### src/hw/csfm_defs.svh
`ifndef CSFM_DEFS_SVH
`define CSFM_DEFS_SVH

// device numbers claimed on the socket bus
`define CSFM_DEV_UNCORE   5'h00
`define CSFM_DEV_LINK     5'h02
`define CSFM_DEV_MC       5'h03
`define CSFM_DEV_CH0      5'h04
`define CSFM_DEV_CH2      5'h06
// link functions
`define CSFM_FN_L1_PROT   3'h4
`define CSFM_FN_L1_PHY    3'h5
// memory controller functions
`define CSFM_FN_MC_RAS    3'h2
`define CSFM_FN_MC_TEST   3'h4
// vendor-private dword window inside every function
`define CSFM_PRIV_LO      6'h38
`define CSFM_PRIV_HI      6'h3f
// scratch dword implemented in every function
`define CSFM_SCRATCH_IDX  6'h10
`define CSFM_SCRATCH_RST  32'h0000_0000
// sticky status dword
`define CSFM_STICKY_IDX   6'h11
`define CSFM_STICKY_RST   32'h0000_0000
// private read pattern
`define CSFM_PRIV_VALUE   32'h5a5a_0000
// number of functions with storage
`define CSFM_NFUNC        22

`endif

### src/hw/csfm_pkg.sv
package csfm_pkg;
	// access phase of the configuration responder
	typedef enum logic [1:0] {
		CSFM_IDLE,
		CSFM_RESP
	} csfm_state_type;
endpackage : csfm_pkg

### src/hw/csfm_func_decode.sv
`timescale 1ns/1ps
`include "csfm_defs.svh"

// maps device and function to a storage slot, or reports absent
module csfm_func_decode
(
	// target
	input  wire logic [4:0] dev_i,
	input  wire logic [2:0] fn_i,
	// part options
	input  wire logic       two_links_i,
	input  wire logic       rdimm_i,
	// result
	output logic            hit_o,
	output logic [4:0]      slot_o
);
	// slot numbering: 0-1 uncore, 2-5 links, 6-9 mc, 10-21 channels
	always_comb
	begin
		hit_o  = 1'b0;
		slot_o = 5'h00;
		case (dev_i)
			`CSFM_DEV_UNCORE:
			begin
				hit_o  = (fn_i <= 3'h1);
				slot_o = {4'h0, fn_i[0]};
			end
			`CSFM_DEV_LINK:
			begin
				// second link only on two-link parts
				if (fn_i <= 3'h1)
				begin
					hit_o  = 1'b1;
					slot_o = 5'h02 + {4'h0, fn_i[0]};
				end
				else if (fn_i == `CSFM_FN_L1_PROT || fn_i == `CSFM_FN_L1_PHY)
				begin
					hit_o  = two_links_i;
					slot_o = 5'h04 + {4'h0, fn_i[0]};
				end
			end
			`CSFM_DEV_MC:
			begin
				if (fn_i <= 3'h1)
				begin
					hit_o  = 1'b1;
					slot_o = 5'h06 + {4'h0, fn_i[0]};
				end
				else if (fn_i == `CSFM_FN_MC_RAS)
				begin
					hit_o  = rdimm_i;
					slot_o = 5'h08;
				end
				else if (fn_i == `CSFM_FN_MC_TEST)
				begin
					hit_o  = 1'b1;
					slot_o = 5'h09;
				end
			end
			default:
			begin
				// three channel devices, four functions each
				if (dev_i >= `CSFM_DEV_CH0 && dev_i <= `CSFM_DEV_CH2
					&& fn_i <= 3'h3)
				begin
					hit_o  = 1'b1;
					slot_o = 5'h0a + {dev_i[2:0] - 3'h4, 2'h0}
						+ {3'h0, fn_i[1:0]};
				end
			end
		endcase
	end
endmodule : csfm_func_decode

### src/hw/csfm_config_space.sv
`timescale 1ns/1ps
`include "csfm_defs.svh"

// Summary of operation
// - reserved locations complete normally, never hang
// - reserved reads return zero at any width
// - reserved writes are dropped, no state changes
// - vendor-private reads may return nonzero
// - reset loads defaults, some from straps
// - sticky bits survive hard reset, clear on power-good
// - six devices answer on the socket bus
// - bus number from max range and socket
// - device 0: uncore and address decode functions
// - device 2: link functions 0,1,4,5
// - device 3: memory controller functions 0,1,2,4
// - devices 4-6: channel functions 0 to 3
module csfm_config_space
(
	// clock and resets
	input  wire logic        clk_i,
	input  wire logic        rst_i,
	input  wire logic        power_good_reset_i,
	// straps and part options
	input  wire logic [1:0]  max_bus_range_i,
	input  wire logic [2:0]  socket_id_i,
	input  wire logic [31:0] scratch_strap_i,
	input  wire logic        two_links_i,
	input  wire logic        rdimm_i,
	// configuration request
	input  wire logic        req_i,
	input  wire logic        we_i,
	input  wire logic [7:0]  bus_i,
	input  wire logic [4:0]  dev_i,
	input  wire logic [2:0]  fn_i,
	input  wire logic [5:0]  dw_i,
	input  wire logic [3:0]  be_i,
	input  wire logic [31:0] wdata_i,
	// configuration answer
	output logic             done_o,
	output logic             claim_o,
	output logic [31:0]      rdata_o,
	// status
	output logic [7:0]       bus_num_o,
	output logic [31:0]      sticky_status_o
);
	// storage: one scratch and one sticky dword per function
	logic [31:0] scratch_q [`CSFM_NFUNC];
	logic [31:0] scratch_d [`CSFM_NFUNC];
	logic [31:0] sticky_q  [`CSFM_NFUNC];
	logic [31:0] sticky_d  [`CSFM_NFUNC];
	logic        strap_load_q; // defaults from straps once after reset
	logic        strap_load_d;
	// answer path
	csfm_pkg::csfm_state_type state_q;
	csfm_pkg::csfm_state_type state_d;
	logic        done_q, done_d;
	logic        claim_q, claim_d;
	logic [31:0] rdata_q, rdata_d;
	logic [7:0]  bus_q, bus_d;
	logic [31:0] stat_q, stat_d;
	// decode result
	logic        fn_hit;
	logic [4:0]  slot;
	logic        bus_hit;

	// merge write data by byte enable
	function automatic logic [31:0] merge_be(input logic [31:0] old,
		input logic [31:0] nw, input logic [3:0] be);
		logic [31:0] r;
		r = old;
		for (int i = 0; i < 4; i++)
			if (be[i])
				r[i*8 +: 8] = nw[i*8 +: 8];
		return r;
	endfunction : merge_be

	// socket bus: ff minus the range bits placed above the socket bits
	function automatic logic [7:0] sock_bus(input logic [1:0] rng,
		input logic [2:0] sock);
		return 8'hff - {3'h0, rng, sock};
	endfunction : sock_bus

	csfm_func_decode u_decode
	(
		.dev_i       (dev_i),
		.fn_i        (fn_i),
		.two_links_i (two_links_i),
		.rdimm_i     (rdimm_i),
		.hit_o       (fn_hit),
		.slot_o      (slot)
	);

	// only the socket's own bus is decoded
	assign bus_hit = (bus_i == bus_q);

	// next values of the responder and storage
	always_comb
	begin
		state_d      = state_q;
		done_d       = 1'b0;
		claim_d      = 1'b0;
		rdata_d      = rdata_q;
		strap_load_d = 1'b0;
		bus_d        = sock_bus(max_bus_range_i, socket_id_i);
		scratch_d    = scratch_q;
		sticky_d     = sticky_q;
		stat_d       = stat_q;
		// straps sampled by a clocked load after reset release
		if (strap_load_q)
			for (int i = 0; i < `CSFM_NFUNC; i++)
				scratch_d[i] = scratch_strap_i;
		case (state_q)
			csfm_pkg::CSFM_IDLE:
			begin
				if (req_i)
				begin
					// every cycle is answered one cycle later
					state_d = csfm_pkg::CSFM_RESP;
					done_d  = 1'b1;
					claim_d = bus_hit && fn_hit;
					rdata_d = 32'h0000_0000;
					if (bus_hit && fn_hit && !we_i)
					begin
						if (dw_i == `CSFM_SCRATCH_IDX)
							rdata_d = scratch_q[slot];
						else if (dw_i == `CSFM_STICKY_IDX)
							rdata_d = sticky_q[slot];
						else if (dw_i >= `CSFM_PRIV_LO)
							rdata_d = `CSFM_PRIV_VALUE;
					end
					// writes outside the two dwords are dropped
					if (bus_hit && fn_hit && we_i)
					begin
						if (dw_i == `CSFM_SCRATCH_IDX)
							scratch_d[slot] = merge_be(scratch_q[slot],
								wdata_i, be_i);
						else if (dw_i == `CSFM_STICKY_IDX)
							sticky_d[slot] = merge_be(sticky_q[slot],
								wdata_i, be_i);
					end
				end
			end
			csfm_pkg::CSFM_RESP:
			begin
				// one idle turn between requests
				state_d = csfm_pkg::CSFM_IDLE;
			end
			default:
				state_d = csfm_pkg::CSFM_IDLE;
		endcase
		stat_d = sticky_q[0];
	end

	// hard reset: everything except sticky storage
	always_ff @(posedge clk_i)
	begin
		if (rst_i || power_good_reset_i)
		begin
			state_q      <= csfm_pkg::CSFM_IDLE;
			done_q       <= 1'b0;
			claim_q      <= 1'b0;
			rdata_q      <= 32'h0000_0000;
			strap_load_q <= 1'b1;
			bus_q        <= 8'hff;
			for (int i = 0; i < `CSFM_NFUNC; i++)
				scratch_q[i] <= `CSFM_SCRATCH_RST;
		end
		else
		begin
			state_q      <= state_d;
			done_q       <= done_d;
			claim_q      <= claim_d;
			rdata_q      <= rdata_d;
			strap_load_q <= strap_load_d;
			bus_q        <= bus_d;
			scratch_q    <= scratch_d;
		end
	end

	// sticky storage clears only on power-good reset
	always_ff @(posedge clk_i)
	begin
		if (power_good_reset_i)
		begin
			for (int i = 0; i < `CSFM_NFUNC; i++)
				sticky_q[i] <= `CSFM_STICKY_RST;
			stat_q <= `CSFM_STICKY_RST;
		end
		else if (rst_i)
		begin
			// hold through hard reset
			sticky_q <= sticky_q;
			stat_q   <= stat_q;
		end
		else
		begin
			sticky_q <= sticky_d;
			stat_q   <= stat_d;
		end
	end

	assign done_o          = done_q;
	assign claim_o         = claim_q;
	assign rdata_o         = rdata_q;
	assign bus_num_o       = bus_q;
	assign sticky_status_o = stat_q;
endmodule : csfm_config_space

### config.mk
export PLATFORM = sky130hd
export DESIGN_NAME = csfm_config_space
export DESIGN_NICKNAME = d
export VERILOG_FILES = /design/src/hw/csfm_pkg.sv /design/src/hw/csfm_func_decode.sv /design/src/hw/csfm_config_space.sv
export VERILOG_INCLUDE_DIRS = /design/src /design/src/hw
export SDC_FILE = /design/constraint.sdc
export NUM_CORES = 2
export LEC_CHECK = 0
export BUFFER_PORTS_ARGS = -buffer_cell sky130_fd_sc_hd__buf_2
export CORE_UTILIZATION = 40
export CTS_BUF_LIST = sky130_fd_sc_hd__clkbuf_4 sky130_fd_sc_hd__clkbuf_8
export CTS_CLUSTER_DIAMETER = 40
export DETAILED_ROUTE_END_ITERATION = 6
export HOLD_SLACK_MARGIN = 0.08
export PLACE_DENSITY = 0.6
export SLEW_MARGIN = 0
export SYNTH_ARGS = -nofsm -noshare
export SYNTH_HDL_FRONTEND = slang
export SYNTH_HIERARCHICAL = 1
export SYNTH_SLANG_ARGS = --single-unit
### constraint.sdc
create_clock -name clk_i -period 8.9 [get_ports clk_i]
set_clock_uncertainty 0.2 [all_clocks]
set_input_delay 1.335 -clock clk_i [delete_from_list [all_inputs] [get_ports clk_i]]
set_output_delay 1.335 -clock clk_i [all_outputs]
set_load 0.1 [all_outputs]
==> flow_summary.yaml <==
pwr:
  ir_worst_vdd_uv: 194
  power_density_nw_per_um2: 196
  leakage_uw: 0.0239
floorplanning:
  die_w_um: 408
  num_rows: 148
  start_util: 0.404
  die-area_um2: 166000
  ios: 176
  fp.dieH_um: 408
  core_um2: 163000
layout:
  nFillCells: 15900
  area_growth_pct: 9.76
  fin_cells: 9727
  final_cell_mix: "dfxtp_1 (1480), o21ai_0 (925), nand3_1 (798)"
  final_common_cell: "dfxtp_1"
  drive_gt1_frac: 0.131
  layout.nets: 7478
  regArea_um2: 29700
  multi_input_area_um2: 31700
synth:
  yosysWarnings: 6
  synthArstFlopShare: 0
  synth_edf_count: 0
  ys.flop_type: "dfxtp_1"
  ys_seq_area_frac: 0.450
  ys_types: 84
  ys_ff_latch: 1481
  netlist_area_um2: 65900
  avgSynthCellArea_um2: 8.60
  syn_inst: 7662
global_routing:
  grt_use_total: 0.293
  grt_pass1_vias: 55100
  antenna_found_initial: 13
  gr-total-overflow: 0
  grt_first_pass_wirelength_mm: 369
  grt_max_degree: 230
clocking:
  worstSkewPairLatency_ns: 1.01
  cts_buffers: 237
  clk_pin_slew_worst_paths_ns: 0.06
  cts_resized: 0
  cts_sinks: 1481
  cts_htree_levels: 4
  post-cts-setup-buffer-count: 0
  cts_tree: "built"
  ctsHoldBuffers: 0
  clockBufferDepth: 3
  root_buffer: "clkbuf_8"
worst_setup_path:
  path_class: "in -> reg"
  r2r_slack_ns: 4.81
  path_buf_inv: 2
  slowest_stage: "o21ai_1"
  start_kind: "input pin"
  critical_path_arrival_ns: 6.28
  critPathMaxStageDelay_ns: 1.02
  crit_family: "compound AO/OA/AOI/OAI gates"
  critPathRequiredTime_ns: 9.53
  path_cells: "buf_2, nor2_1, nand3_1, o32ai_4, nand4bb_4, buf_4, o22ai_1, nor4_1, nand2_1, o21ai_1, o21ai_0"
  endpoint_kind: "register"
  crit_fanout: 22
detailed_routing:
  num_vias: 60700
  wl_per_cell_um: 26.3
  ant_nets: 0
  first_iter_violations: 8470
  dr.pass1.iters: 6
  drc: 0
  wirelength_mm: 256
  via_per_inst: 6.24
timing:
  maxSlewHeadroom: 0.140
  period_share: 0.635
  worst_pin_slew_ns: 1.28
  rsz0062_at_grt: "no"
  maxSlewViolCount: 0
  post-route-min-period_ns: 5.65
  setup_viol: 0
  setup-tns-final_ns: 0
  hold_violations: 0
  fmax_mhz: 177
min_path:
  hold_class: "reg -> reg"
placed_design:
  io_buffers: 172
  dp_hpwl_mm: 143
  gp_congestion: 0.878
  post-place-cells: 9311
run:
  drv_cap: 0
run_status:
  status: "finished clean"
[sequential cells by signal (all words and copies together), names as in the netlist]
| register | cells |
|---|---|
| strap_load_q | 1 |
| rdata_o | 32 |
| state_q | 1 |
| stat_d | 32 |
| done_o | 1 |
| claim_o | 1 |
| bus_num_o | 5 |
| sticky_status_o | 32 |
| sticky_q | 672 |
| scratch_q | 704 |
[per-layer routing]
layer / global-route usage / share of wire / up-vias
li1: - / - / 27000
met2: 0.421 / 0.42 / 3506
met3: 0.0830 / 0.12 / 571
met4: 0.114 / 0.036 / 8
met5: 0 / 0.00022 / -
met1: 0.411 / 0.42 / 29600
[per-stage QoR]
stage	setup slack [ns]	area [um^2]	utilization	hold slack, ns	power, uW
2_1_floorplan	4.32	65900	-	0.229	7660
3_3_place_gp	2.51	67300	0.412	0.233	7950
3_5_place_dp	2.48	67300	0.412	0.241	7970
4_1_cts	3.50	72300	0.443	0.221	14200
5_1_grt	3.09	72300	0.443	0.257	14600
6_report	3.25	72400	0.444	0.248	14200
[final cells by class]
cell class,count,area share
Clock inverter,35,0.00529
Clock buffer,372,0.0644
Inverter,236,0.0125
Sequential cell,1481,0.410
Antenna cell,9,0.000311
Multi-Input combinational cell,5082,0.439
Timing Repair Buffer,337,0.0314
Tap cell,2175,0.0376
[path summary, 6_finish.rpt]
| check | start | endpoint | cells after the start |
|---|---|---|---|
| worst min register to register | rdata_o[26]$_SDFFE_PP0P_ | rdata_o[26]$_SDFFE_PP0P_ | 2 |
| worst max-delay path | dev_i[3] | sticky_q[538]$_SDFFE_PP0P_ | 11 |
| worst max register to register | bus_num_o[3]$_SDFF_PP1_ | scratch_q[603]$_SDFF_PP0_ | 7 |
| worst min-delay path | rdata_o[26]$_SDFFE_PP0P_ | rdata_o[26]$_SDFFE_PP0P_ | 2 |
[Yosys cell counts (all sizes together) (52+ instances only)]
cell | instances | area [um^2]
buf | 319 | 1950
o21ai | 1041 | 5210
nand3 | 838 | 4340
inv | 234 | 878
a21boi | 52 | 390
mux2i | 575 | 5760
nand2 | 568 | 2130
dfxtp | 1481 | 29600
nor2 | 165 | 627
a21oi | 591 | 2970
o22ai | 551 | 3450
clkbuf | 546 | 2050
mux4 | 69 | 1550
nor3 | 60 | 541
nand2b | 64 | 408
a22oi | 52 | 390
o31ai | 90 | 676
[logic make-up after synthesis]
group | count (synthesis) | synth area share
and+or+nand+nor | 1854 | 0.140
DFF | 1481 | 0.450
buffers and inverters | 1101 | 0.0741
muxes | 646 | 0.111
other | 1 | 0.0000569
adders and majority gates | 1 | 0.000190
xor gates and xnor gates | 7 | 0.000930
AOI/OAI and AO/OA | 2571 | 0.224
[worst register-to-register path, delay by kind of cell, from the launching register on]
family	cells	cell delay, ns
AOI/OAI and AO/OA	1	0.14
xor gates and xnor gates	1	0.14
buffers and inverters	1	0.51
DFF	1	0.32
and+or+nand+nor	4	2.70
[report_power, final]
group          switching (uW)  internal, uW  total [uW]  leakage, uW
clock                    2830          3470        6300      0.00266
sequential               67.6          6760        6830       0.0120
combinational             734           303        1040      0.00923
total                    3630         10500       14200       0.0239
Note: power is estimated with default switching activity, not from simulation.
